File: config.mk
export PLATFORM = sky130hd
export DESIGN_NAME = repeater_lamps
export DESIGN_NICKNAME = d
export VERILOG_FILES = /design/src/design/lamp_pkg.sv /design/src/design/repeater_lamps.sv
export SDC_FILE = /design/constraint.sdc
export NUM_CORES = 1
export LEC_CHECK = 0
export BUFFER_PORTS_ARGS = -buffer_cell sky130_fd_sc_hd__buf_2
export CELL_PAD_IN_SITES_DETAIL_PLACEMENT = 1
export CELL_PAD_IN_SITES_GLOBAL_PLACEMENT = 2
export CORE_UTILIZATION = 41
export CTS_BUF_LIST = sky130_fd_sc_hd__clkbuf_4 sky130_fd_sc_hd__clkbuf_8
export DETAILED_ROUTE_END_ITERATION = 6
export GPL_TIMING_DRIVEN = 1
export HOLD_SLACK_MARGIN = 0.05
export PLACE_DENSITY = 0.84
export SYNTH_ARGS = -nofsm -noshare
export SYNTH_HDL_FRONTEND = slang
export SYNTH_SLANG_ARGS = --single-unit
export TNS_END_PERCENT = 30
File: constraint.sdc
create_clock -name aclk -period 8.7 [get_ports aclk]
set_clock_uncertainty 0.05 [all_clocks]
set_input_delay 2.175 -clock aclk [delete_from_list [all_inputs] [get_ports aclk]]
set_output_delay 2.175 -clock aclk [all_outputs]
set_load 0.02 [all_outputs]
File: src/design/lamp_pkg.sv
// Package of constants and types for the repeater lamp display logic.
// Overview of operation
// [RQ1] Mode three: first port lamp lit for good link without cut-off, any speed.
// [RQ2] Mode three: second port lamp shows stretched receive activity, blinks under steady receive.
// [RQ3] Each stretched on-period is followed by an equal off-period before relighting.
// [RQ4] Auto speed blink: third lamp lit at 100, dark at 10, fast blink without link.
// [RQ5] Auto speed blink off: third lamp follows the selected speed, lit for 100.
// [RQ6] Collision and activity lamps are per segment, each through a pulse stretcher.
// [RQ7] Collision lights the segment lamp about 120 us, ignoring collisions meanwhile.
// [RQ8] Activity lights the segment lamp about 4 ms, ignoring activity meanwhile.
// [RQ9] Global fault lamp steady when any port cut off or backup supply faulted.
// [RQ10] Backup supply fault lamp lit when the supply is present and faulted.
// [RQ11] Mode four: first lamp lit for good link, blinks off on receive activity.
// [RQ12] Mode four: second lamp lit for good link while cut off, else dark.
// [RQ13] A configuration bit picks mode three or four for all ports and segments.
// [RQ14] Fast blink comes from one free-running divider with equal on and off phases.
// [RQ15] Backup supply fault lamp dark when no supply or no fault.
package lamp_pkg;
    localparam int CLK_MHZ = 200;
    localparam int RX_STRETCH_US = 20000;
    localparam int RX_STRETCH_CYCLES = RX_STRETCH_US * CLK_MHZ;
    localparam int COL_STRETCH_US = 120;
    localparam int COL_STRETCH_CYCLES = COL_STRETCH_US * CLK_MHZ;
    localparam int ACT_STRETCH_US = 4000;
    localparam int ACT_STRETCH_CYCLES = ACT_STRETCH_US * CLK_MHZ;
    localparam int FAST_BLINK_HALF_US = 50000;
    localparam int FAST_BLINK_HALF_CYCLES = FAST_BLINK_HALF_US * CLK_MHZ;
    localparam int NPORTS_DEFAULT = 8;
    localparam int NSEG_DEFAULT = 2;
    localparam int FIELD_MAX = 8;

    localparam logic [7:0] CTRL_OFFSET = 8'h00;
    localparam logic [7:0] STATUS_OFFSET = 8'h04;
    localparam logic [7:0] PORT_LAMPS_OFFSET = 8'h08;
    localparam logic [7:0] SEG_LAMPS_OFFSET = 8'h0C;
    localparam int CTRL_MODE4_BIT = 0;
    localparam int CTRL_AUTO_BIT = 1;
    localparam logic [1:0] CTRL_RESET = 2'h0;
    localparam int STAT_GLOBAL_BIT = 0;
    localparam int STAT_SUPPLY_LAMP_BIT = 1;
    localparam int STAT_PRESENT_BIT = 2;
    localparam int STAT_FAULT_BIT = 3;
    localparam int PL_FIRST_POS = 0;
    localparam int PL_SECOND_POS = 8;
    localparam int PL_THIRD_POS = 16;
    localparam int SL_COL_POS = 0;
    localparam int SL_ACT_POS = 8;
    localparam logic [1:0] RESP_OKAY = 2'h0;
    localparam logic [1:0] RESP_SLVERR = 2'h2;

    typedef enum logic [1:0] {
        ST_IDLE = 2'b00,
        ST_ON = 2'b01,
        ST_OFF = 2'b10
    } stretch_state_t;

    typedef struct packed {
        stretch_state_t state;
        logic [31:0] count;
    } stretch_t;

    typedef struct packed {
        logic link_ok;
        logic cut_off;
        logic rx_activity;
        logic speed_100;
    } port_status_t;

    typedef struct packed {
        logic port_lamp_first;
        logic port_lamp_second;
        logic port_lamp_third;
    } port_lamps_t;
endpackage

File: src/design/repeater_lamps.sv
// Lamp display logic for modes three and four with an AXI4-Lite control slave.
`timescale 1ns/100ps
module repeater_lamps #(
    parameter int NPORTS = lamp_pkg::NPORTS_DEFAULT,
    parameter int NSEG = lamp_pkg::NSEG_DEFAULT,
    parameter int RX_LEN = lamp_pkg::RX_STRETCH_CYCLES,
    parameter int COL_LEN = lamp_pkg::COL_STRETCH_CYCLES,
    parameter int ACT_LEN = lamp_pkg::ACT_STRETCH_CYCLES,
    parameter int BLINK_HALF = lamp_pkg::FAST_BLINK_HALF_CYCLES
) (
    input wire logic aclk,
    input wire logic aresetn,
    input wire logic awvalid,
    output logic awready,
    input wire logic [7:0] awaddr,
    input wire logic [2:0] awprot,
    input wire logic wvalid,
    output logic wready,
    input wire logic [31:0] wdata,
    input wire logic [3:0] wstrb,
    output logic bvalid,
    input wire logic bready,
    output logic [1:0] bresp,
    input wire logic arvalid,
    output logic arready,
    input wire logic [7:0] araddr,
    input wire logic [2:0] arprot,
    output logic rvalid,
    input wire logic rready,
    output logic [31:0] rdata,
    output logic [1:0] rresp,
    input wire lamp_pkg::port_status_t [NPORTS-1:0] port_status,
    input wire logic [NSEG-1:0] seg_collision,
    input wire logic [NSEG-1:0] seg_activity,
    input wire logic backup_supply_present,
    input wire logic backup_supply_fault,
    output lamp_pkg::port_lamps_t [NPORTS-1:0] port_lamps,
    output logic [NSEG-1:0] seg_collision_lamp,
    output logic [NSEG-1:0] seg_activity_lamp,
    output logic global_fault_lamp,
    output logic backup_supply_fault_lamp
);
    localparam int NS = NPORTS + 2 * NSEG;
    localparam int COL_BASE = NPORTS;
    localparam int ACT_BASE = NPORTS + NSEG;

    if (NPORTS < 1 || NPORTS > lamp_pkg::FIELD_MAX || NSEG < 1 || NSEG > lamp_pkg::FIELD_MAX) begin : g_bad_size
        $error("port or segment count outside the register fields");
    end
    if (RX_LEN < 1 || COL_LEN < 1 || ACT_LEN < 1 || BLINK_HALF < 1) begin : g_bad_len
        $error("stretch and blink lengths must be at least one cycle");
    end

    function automatic logic [31:0] stretch_len(input int idx);
        if (idx < COL_BASE) begin
            return 32'(RX_LEN);
        end
        if (idx < ACT_BASE) begin
            return 32'(COL_LEN);
        end
        return 32'(ACT_LEN);
    endfunction

    // A trigger is looked at only while idle or in the last dark cycle, so retriggers while lit are dropped.
    // Taking it in the last dark cycle keeps a steady trigger at exactly equal lit and dark halves.
    function automatic lamp_pkg::stretch_t stretch_step(input lamp_pkg::stretch_t cur, input logic trig,
                                                        input logic [31:0] len);
        lamp_pkg::stretch_t nxt;
        nxt = cur;
        case (cur.state)
            lamp_pkg::ST_IDLE: begin
                if (trig) begin
                    nxt.state = lamp_pkg::ST_ON;
                    nxt.count = len - 32'h1;
                end
            end
            lamp_pkg::ST_ON: begin
                if (cur.count == 32'h0) begin
                    nxt.state = lamp_pkg::ST_OFF;
                    nxt.count = len - 32'h1;
                end else begin
                    nxt.count = cur.count - 32'h1;
                end
            end
            lamp_pkg::ST_OFF: begin
                if (cur.count == 32'h0) begin
                    nxt.state = trig ? lamp_pkg::ST_ON : lamp_pkg::ST_IDLE;
                    nxt.count = trig ? len - 32'h1 : cur.count;
                end else begin
                    nxt.count = cur.count - 32'h1;
                end
            end
            default: begin
                nxt.state = lamp_pkg::ST_IDLE;
                nxt.count = 32'h0;
            end
        endcase
        return nxt;
    endfunction

    // Control register and synchronised supply pins.
    logic [1:0] ctrl;
    logic [1:0] supply_meta;
    logic [1:0] supply_sync;
    wire mode4 = ctrl[lamp_pkg::CTRL_MODE4_BIT];
    wire auto_speed_blink = ctrl[lamp_pkg::CTRL_AUTO_BIT];
    wire supply_present = supply_sync[0];
    wire supply_faulted = supply_sync[1];

    always_ff @(posedge aclk) begin
        if (!aresetn) begin
            supply_meta <= 2'h0;
            supply_sync <= 2'h0;
        end else begin
            supply_meta <= {backup_supply_fault, backup_supply_present};
            supply_sync <= supply_meta;
        end
    end

    // Shared fast blink divider.
    logic [31:0] blink_count;
    logic fast_phase;
    wire blink_wrap = blink_count == 32'(BLINK_HALF - 1);

    always_ff @(posedge aclk) begin
        if (!aresetn) begin
            blink_count <= 32'h0;
            fast_phase <= 1'b0;
        end else begin
            blink_count <= blink_wrap ? 32'h0 : blink_count + 32'h1; // RQ14
            fast_phase <= fast_phase ^ blink_wrap; // RQ14
        end
    end

    // Pulse stretchers: receive per port, then collision and activity per segment.
    lamp_pkg::stretch_t str [NS];
    lamp_pkg::stretch_t next_str [NS];
    logic [NS-1:0] trig;
    logic [NS-1:0] lit;

    always_comb begin
        for (int i = 0; i < NPORTS; i++) begin
            trig[i] = port_status[i].rx_activity;
        end
        for (int i = 0; i < NSEG; i++) begin
            trig[COL_BASE+i] = seg_collision[i]; // RQ6
            trig[ACT_BASE+i] = seg_activity[i]; // RQ6
        end
    end

    always_comb begin
        for (int i = 0; i < NS; i++) begin
            next_str[i] = stretch_step(str[i], trig[i], stretch_len(i)); // RQ3 RQ7 RQ8
            lit[i] = str[i].state == lamp_pkg::ST_ON;
        end
    end

    always_ff @(posedge aclk) begin
        for (int i = 0; i < NS; i++) begin
            if (!aresetn) begin
                str[i] <= '{lamp_pkg::ST_IDLE, 32'h0};
            end else begin
                str[i] <= next_str[i];
            end
        end
    end

    // Lamp decode, one mode for every port and segment.
    lamp_pkg::port_lamps_t [NPORTS-1:0] next_port_lamps;
    logic [NPORTS-1:0] cut_vec;
    wire supply_bad = supply_present & supply_faulted;

    always_comb begin
        for (int i = 0; i < NPORTS; i++) begin
            cut_vec[i] = port_status[i].cut_off;
        end
    end

    wire next_global_fault = (|cut_vec) | supply_bad; // RQ9

    always_comb begin
        for (int i = 0; i < NPORTS; i++) begin
            logic good;
            logic spd;
            good = port_status[i].link_ok & ~port_status[i].cut_off;
            spd = port_status[i].speed_100;
            next_port_lamps[i].port_lamp_first = mode4 ? good & ~lit[i] : good; // RQ1 RQ11 RQ13
            next_port_lamps[i].port_lamp_second = mode4 ? port_status[i].link_ok & port_status[i].cut_off
                                                        : lit[i]; // RQ2 RQ12 RQ13
            if (auto_speed_blink) begin
                next_port_lamps[i].port_lamp_third = port_status[i].link_ok ? spd : fast_phase; // RQ4
            end else begin
                next_port_lamps[i].port_lamp_third = spd; // RQ5
            end
        end
    end

    always_ff @(posedge aclk) begin
        if (!aresetn) begin
            port_lamps <= '0;
            seg_collision_lamp <= '0;
            seg_activity_lamp <= '0;
            global_fault_lamp <= 1'b0;
            backup_supply_fault_lamp <= 1'b0;
        end else begin
            port_lamps <= next_port_lamps;
            seg_collision_lamp <= lit[COL_BASE +: NSEG]; // RQ7
            seg_activity_lamp <= lit[ACT_BASE +: NSEG]; // RQ8
            global_fault_lamp <= next_global_fault; // RQ9
            backup_supply_fault_lamp <= supply_bad; // RQ10 RQ15
        end
    end

    // AXI4-Lite slave; address and data are taken together, one answer outstanding per direction.
    wire wr_go = awvalid & wvalid & ~bvalid;
    wire rd_go = arvalid & ~rvalid;
    wire wr_ctrl = awaddr == lamp_pkg::CTRL_OFFSET;
    assign awready = wr_go;
    assign wready = wr_go;
    assign arready = ~rvalid;

    logic [31:0] read_word;
    logic read_hit;

    always_comb begin
        read_word = 32'h0;
        read_hit = 1'b1;
        case (araddr)
            lamp_pkg::CTRL_OFFSET: read_word[1:0] = ctrl;
            lamp_pkg::STATUS_OFFSET: begin
                read_word[lamp_pkg::STAT_GLOBAL_BIT] = global_fault_lamp;
                read_word[lamp_pkg::STAT_SUPPLY_LAMP_BIT] = backup_supply_fault_lamp;
                read_word[lamp_pkg::STAT_PRESENT_BIT] = supply_present;
                read_word[lamp_pkg::STAT_FAULT_BIT] = supply_faulted;
            end
            lamp_pkg::PORT_LAMPS_OFFSET: begin
                for (int i = 0; i < NPORTS; i++) begin
                    read_word[lamp_pkg::PL_FIRST_POS+i] = port_lamps[i].port_lamp_first;
                    read_word[lamp_pkg::PL_SECOND_POS+i] = port_lamps[i].port_lamp_second;
                    read_word[lamp_pkg::PL_THIRD_POS+i] = port_lamps[i].port_lamp_third;
                end
            end
            lamp_pkg::SEG_LAMPS_OFFSET: begin
                read_word[lamp_pkg::SL_COL_POS +: NSEG] = seg_collision_lamp;
                read_word[lamp_pkg::SL_ACT_POS +: NSEG] = seg_activity_lamp;
            end
            default: read_hit = 1'b0;
        endcase
    end

    always_ff @(posedge aclk) begin
        if (!aresetn) begin
            ctrl <= lamp_pkg::CTRL_RESET;
            bvalid <= 1'b0;
            bresp <= lamp_pkg::RESP_OKAY;
        end else if (wr_go) begin
            if (wr_ctrl && wstrb[0]) begin
                ctrl <= wdata[1:0]; // RQ13
            end
            bvalid <= 1'b1;
            bresp <= wr_ctrl ? lamp_pkg::RESP_OKAY : lamp_pkg::RESP_SLVERR;
        end else if (bready) begin
            bvalid <= 1'b0;
        end
    end

    always_ff @(posedge aclk) begin
        if (!aresetn) begin
            rvalid <= 1'b0;
            rdata <= 32'h0;
            rresp <= lamp_pkg::RESP_OKAY;
        end else if (rd_go) begin
            rvalid <= 1'b1;
            rdata <= read_word;
            rresp <= read_hit ? lamp_pkg::RESP_OKAY : lamp_pkg::RESP_SLVERR;
        end else if (rready) begin
            rvalid <= 1'b0;
        end
    end

    wire good0 = port_status[0].link_ok & ~port_status[0].cut_off;
endmodule // repeater_lamps

==> results of run 1 <==
-- power by group --
| part | internal, mW | switching [mW] |
|---|---|---|
| clock network | 1.40 | 1.04 |
| registers | 2.43 | 0.142 |
| logic | 0.288 | 0.519 |
| total | 4.12 | 1.70 |
-- how the worst max path moves through the flow --
stage,start,end,depth (start not counted)
2_1_floorplan,awvalid,wready,3
3_3_place_gp,awvalid,wready,4
3_5_place_dp,awvalid,awready,4
4_1_cts,awvalid,awready,4
5_1_grt,awvalid,awready,4
6_report,awvalid,awready,4
-- sequential cells by signal (all words and copies together) (netlist names), 2 cells and up --
register	flops
blink_count	32
ctrl	2
port_lamps	24
rdata	24
seg_activity_lamp	2
seg_collision_lamp	2
str	408
supply_meta	2
supply_sync	2
-- critical path: stages --
cell and delay (ns):
buf_2 0.08, nand2_1 0.04, nor2_1 0.21, buf_2 0.22
-- per-layer routing --
layer	up-vias	global-route usage, %
li1	11842	-
met1	11935	30.6
met2	439	39.0
met3	140	4.09
met4	6	7.79
met5	-	0
-- through the flow --
step                setup slack, ns  cell area [um2]  cells  total power [mW]
floorplan                      3.65            25700   3177              3.18
global placement               3.74            27000   4000              3.38
detailed placement             3.74            27000   4000              3.42
CTS                            3.73            29000   4162              5.90
global route                   3.68            29000   4163              6.11
finish                         3.75            29000   4163              5.82
-- final cells by class --
| class | count | area (um2) | share of cell area (%) |
|---|---|---|---|
| Tap cell | 837 | 1050 | 3.62 |
| Clock inverter | 14 | 131 | 0.454 |
| Antenna cell | 1 | 2.50 | 0.00864 |
| Clock buffer | 148 | 1850 | 6.39 |
| Sequential cell | 505 | 10100 | 34.9 |
| Multi-Input combinational cell | 2439 | 14700 | 50.9 |
| Timing Repair Buffer | 152 | 833 | 2.88 |
| Inverter | 67 | 254 | 0.877 |
-- cells by family (layout without fill, tap and decap cells) --
logic type	Yosys count	in the layout	synth area share, %
AOI/OAI and AO/OA	781	781	20.4
xor gates and xnor gates	199	199	6.78
adders and majority gates	24	24	1.15
buffers and inverters	233	381	3.68
DFF	505	505	39.3
muxes	18	18	0.803
other	1	11	0.0146
and+or+nand+nor	1407	1407	27.8
-- placed cells by master, fill, tap and decap left out, types with 20 or more instances in the layout --
cell type and count:
a21oi_1 240, xnor2_1 144, ha_1 22, a2111oi_0 35, buf_4 29, inv_1 66
clkbuf_8 118, a22oi_1 25, or2_2 30, nand4_1 33, xor2_1 55, nor3_1 135
buf_2 123, or3_1 77, clkbuf_4 30, o21a_1 21, a311oi_1 62, nand3_1 104
and3_1 28, a31oi_1 40, nor2b_1 20, nand2_1 230, nor2_1 431, o21ai_0 107
dfxtp_1 505, o31ai_1 30, a211oi_1 77, or4_1 59, nand2b_1 49, nor4_1 95
-- synth_stat cells, types with 55 or more instances --
master    number  area (um2)
a211oi_1      77         578
a21oi_1      240        1200
a311oi_1      62         543
clkbuf_1     138         518
dfxtp_1      505       10100
inv_1         66         248
nand2_1      230         863
nand3_1      104         521
nor2_1       431        1620
nor3_1       136         681
nor4_1        95         594
o21ai_0      107         536
or3_1         77         482
or4_1         59         443
xnor2_1      144        1260
xor2_1        55         482
==> qor.yml, run 1 <==
place:
  io_buffers: 124
  gp_congestion: 0.820
  dp_hpwl_um: 52900
cts:
  cts_resized: 0
  cts_root_buf: "clkbuf_8"
  clockBufferDepth: 3
  cts_max_level: 3
  path_clk_slew_ns: 0.06
  cts_tree: "yes"
  clock_latency_ns: 0.69
  cts_setup_buffers: 0
  cts_hold_buf: 0
  clock_sinks: 505
  cts_buffers: 93
job:
  drv_cap: 0
cells_and_area:
  final_util_pct: 46.8
  n_fill_cell: 7395
  syn2layout_area_growth_pct: 12.6
  final_nets: 3383
  drive_above_1_share_pct: 11.5
critical_path:
  path_class: "in -> out"
  ff2ff_setup_slack_ns: 4.77
  worstRegToRegCells: 8
  start_kind: "primary input"
  cp.arrival_ns: 2.73
  r2r_start: "str[2][34]"
  worstPathRequired_ns: 6.48
  crit_path_end_kind: "output port"
  worstPathMaxFanout: 5
  r2r_end: "str[2][65]"
route:
  wl_per_cell_um: 18.2
  via_count: 24362
  vias_per_cell: 5.85
  drtIter0Drc: 1074
  wl_met2_um: 35200
  top_layer: "met5"
  drc: 0
  met3WireLength_um: 3030
  met1Wirelength_um: 35600
  totalWireLength_um: 75800
  dr.pass1.iters: 5
  ant_nets: 0
logic_synthesis:
  ys.flop_type: "dfxtp_1"
  synth_edf_count: 0
  synthesis.area_mm2: 0.0257
  synth_cell_types: 95
  yosysWarningCount: 0
  async_flop_share_pct: 0
  syn_inst: 3168
  yosysSeqAreaShare_pct: 39.3
  postSynthAreaPerCell_um2: 8.12
  ys_seq_elements: 505
global_route:
  grt_usage_pct: 23.4
  grt_overflow: 0
  antenna_found_initial: 5
  grt_pass1_wl_um: 125000
  grt_max_degree: 56
  grt_pass1_vias: 24684
timing:
  fin_crit_sh_pct: 56.9
  final_max_slew_viol_count: 0
  relSlewSlack_pct: 12.5
  hold_viol: 0
  grt_setup_unrepaired: "no"
  min_period_ns: 4.95
  setup-tns-final_ns: 0
  fin_hold_ws_ns: 0.401
  fmax_mhz: 202
  finalSetupViolCount: 0
  tightest_slew_ns: 1.30
die:
  std_cell_rows: 91
  die_area_mm2: 0.0637
  die_h_um: 252
  coreArea_mm2: 0.0618
  start_util_pct: 41.6
  io_pins: 174
  die_w_um: 252
min_path:
  hold_end: "supply_sync[0]"
  min_path_type: "reg -> reg"
  min_path_cells: 1
  min_from: "supply_meta[0]"
pwr:
  max-vdd-ir-drop_mv: 0.104
  power_density_mw_per_mm2: 201
  leakagePower_nw: 10.5
run_status:
  status: "complete, no violations"
Note: power is estimated with default switching activity, not from simulation.
==> run 2: changes to the inputs <==
--- a/config.mk
+++ b/config.mk
@@ -8,12 +8,12 @@
 export BUFFER_PORTS_ARGS = -buffer_cell sky130_fd_sc_hd__buf_2
 export CELL_PAD_IN_SITES_DETAIL_PLACEMENT = 1
 export CELL_PAD_IN_SITES_GLOBAL_PLACEMENT = 2
-export CORE_UTILIZATION = 41
+export CORE_UTILIZATION = 38
 export CTS_BUF_LIST = sky130_fd_sc_hd__clkbuf_4 sky130_fd_sc_hd__clkbuf_8
 export DETAILED_ROUTE_END_ITERATION = 6
 export GPL_TIMING_DRIVEN = 1
 export HOLD_SLACK_MARGIN = 0.05
-export PLACE_DENSITY = 0.84
+export PLACE_DENSITY = 0.78
 export SYNTH_ARGS = -nofsm -noshare
 export SYNTH_HDL_FRONTEND = slang
 export SYNTH_SLANG_ARGS = --single-unit
==> constraint.sdc (replaced) <==
create_clock -name aclk -period 4.6 [get_ports aclk]
set_clock_uncertainty 0.05 [all_clocks]
set_input_delay 1.15 -clock aclk [delete_from_list [all_inputs] [get_ports aclk]]
set_output_delay 1.15 -clock aclk [all_outputs]
set_load 0.02 [all_outputs]
==> qor.yml, run 2 (same netlist as run 1, synthesis figures left out) <==
pwr:
  total_power_mw: 11.1
  max-vdd-ir-drop_mv: 0.212
  leakagePower_nw: 10.7
  power_density_mw_per_mm2: 380
die:
  io_pins: 174
  std_cell_rows: 94
  die_area_mm2: 0.0687
  die_w_um: 262
  start_util_pct: 38.8
  die_h_um: 262
  coreArea_mm2: 0.0663
cts:
  path_clk_slew_ns: 0.06
  clock_latency_ns: 0.68
  clockBufferDepth: 3
  cts_max_level: 3
  cts_resized: 0
  cts_tree: "yes"
  cts_root_buf: "clkbuf_8"
  cts_buffers: 95
  cts_setup_buffers: 0
  clock_sinks: 505
  cts_hold_buf: 0
global_route:
  antenna_found_initial: 4
  grt_pass1_wl_um: 128000
  grt_overflow: 0
  grt_pass1_vias: 24759
  grt_max_degree: 34
  grt_usage_pct: 22.6
critical_path:
  crit_buf_inv: 0
  cp_cell_sequence: "nor4_1, nand3_1, or4_1, nor3b_1, or4b_1, a21oi_1"
  worstPathRequired_ns: 5.15
  path_class: "reg -> reg"
  crit_family: "simple AND/OR/NAND/NOR gates"
  crit_slowest_cell: "nor4_1"
  max_stage_delay_ns: 0.98
  worstPathMaxFanout: 6
  crit_path_end_kind: "register"
  cp.arrival_ns: 3.96
  start_kind: "register"
timing:
  finalSetupViolCount: 0
  final_max_slew_viol_count: 0
  fin_crit_sh_pct: 74.0
  setup-tns-final_ns: 0
  grt_setup_unrepaired: "no"
  min_period_ns: 3.41
  tightest_slew_ns: 1.20
  relSlewSlack_pct: 20.2
  fmax_mhz: 294
  fin_hold_ws_ns: 0.398
  hold_viol: 0
cells_and_area:
  final_cell_mix: "dfxtp_1 (505), nor2_1 (431), a21oi_1 (240)"
  drive_above_1_share_pct: 12.2
  reg_top3: "str x408, blink_count x32"
  final_nets: 3406
  regMostFlops: "str"
  n_fill_cell: 7999
  largest_register_ffs: 408
  syn2layout_area_growth_pct: 13.5
  final_common_cell: "dfxtp_1"
route:
  via_count: 24497
  drc: 0
  ant_nets: 0
  vias_per_cell: 5.81
  dr.pass1.iters: 5
  totalWireLength_um: 78800
  drtIter0Drc: 1260
  wl_per_cell_um: 18.7
place:
  io_buffers: 124
  gp_congestion: 0.835
  dp_hpwl_um: 55500
min_path:
  min_path_type: "reg -> reg"
run_status:
  status: "complete, no violations"
job:
  drv_cap: 0
-- run 2: cell types whose count changed in the layout (fill, tap and decap cells not counted), sizes merged --
cell      delta
diode        +1
clkinvlp     -2
clkinv       +5
bufinv       -2
clkbuf       +6
buf         +21
-- run 2: worst paths after layout --
check / from / endpoint / slack (ns) / cells past startpoint
setup reg to reg: str[1][70] / str[1][97] / 1.19 / 6
hold reg to reg: blink_count[0] / blink_count[0] / 0.40 / 1
hold / removal: blink_count[0] / blink_count[0] / 0.40 / 1
setup / recovery: str[1][70] / str[1][97] / 1.19 / 6
-- run 2: through the flow --
| stage | cell area (um2) | setup WS (ns) | instances | util, % |
|---|---|---|---|---|
| 6_report | 29200 | 1.19 | 4219 | 44.0 |
| 5_1_grt | 29200 | 0.865 | 4218 | 44.0 |
| 4_1_cts | 29200 | 1.20 | 4217 | 44.0 |
| 3_5_place_dp | 27100 | 1.20 | 4048 | 40.9 |
| 3_3_place_gp | 27100 | 1.26 | 4048 | 40.9 |
| 2_1_floorplan | 25700 | 1.60 | 3177 | - |
-- run 2: area by class of cell --
cell class              count  area [um2]  area share, %
well taps                 864        1080           3.70
flip-flops and latches    505       10100           34.6
clock buffers             154        1950           6.68
repair buffers            173         991           3.40
diodes                      2        5.00         0.0171
inverters                  67         254          0.870
clock inverters            15        81.3          0.279
multi-input cells        2439       14700           50.4
-- run 2: worst reg2reg max path: stages, from the launching register on --
cell,delay (ns)
dfxtp_1,0.35
nor4_1,0.98
nand3_1,0.30
or4_1,0.71
nor3b_1,0.31
or4b_1,0.47
a21oi_1,0.16
-- run 2: power by group --
part	switching, mW	internal (mW)	leakage [nW]
clock	2.00	2.67	1.09
sequential	0.272	4.60	4.13
combinational	0.998	0.563	5.43
-- run 2: layer usage --
metal | share of wire [%] | GRT usage [%] | vias to the layer above
li1 | - | - | 11909
met1 | 47 | 29.7 | 12026
met2 | 45 | 36.6 | 402
met3 | 4.1 | 3.99 | 158
met4 | 3.4 | 9.02 | 2
met5 | 0.016 | 0 | -
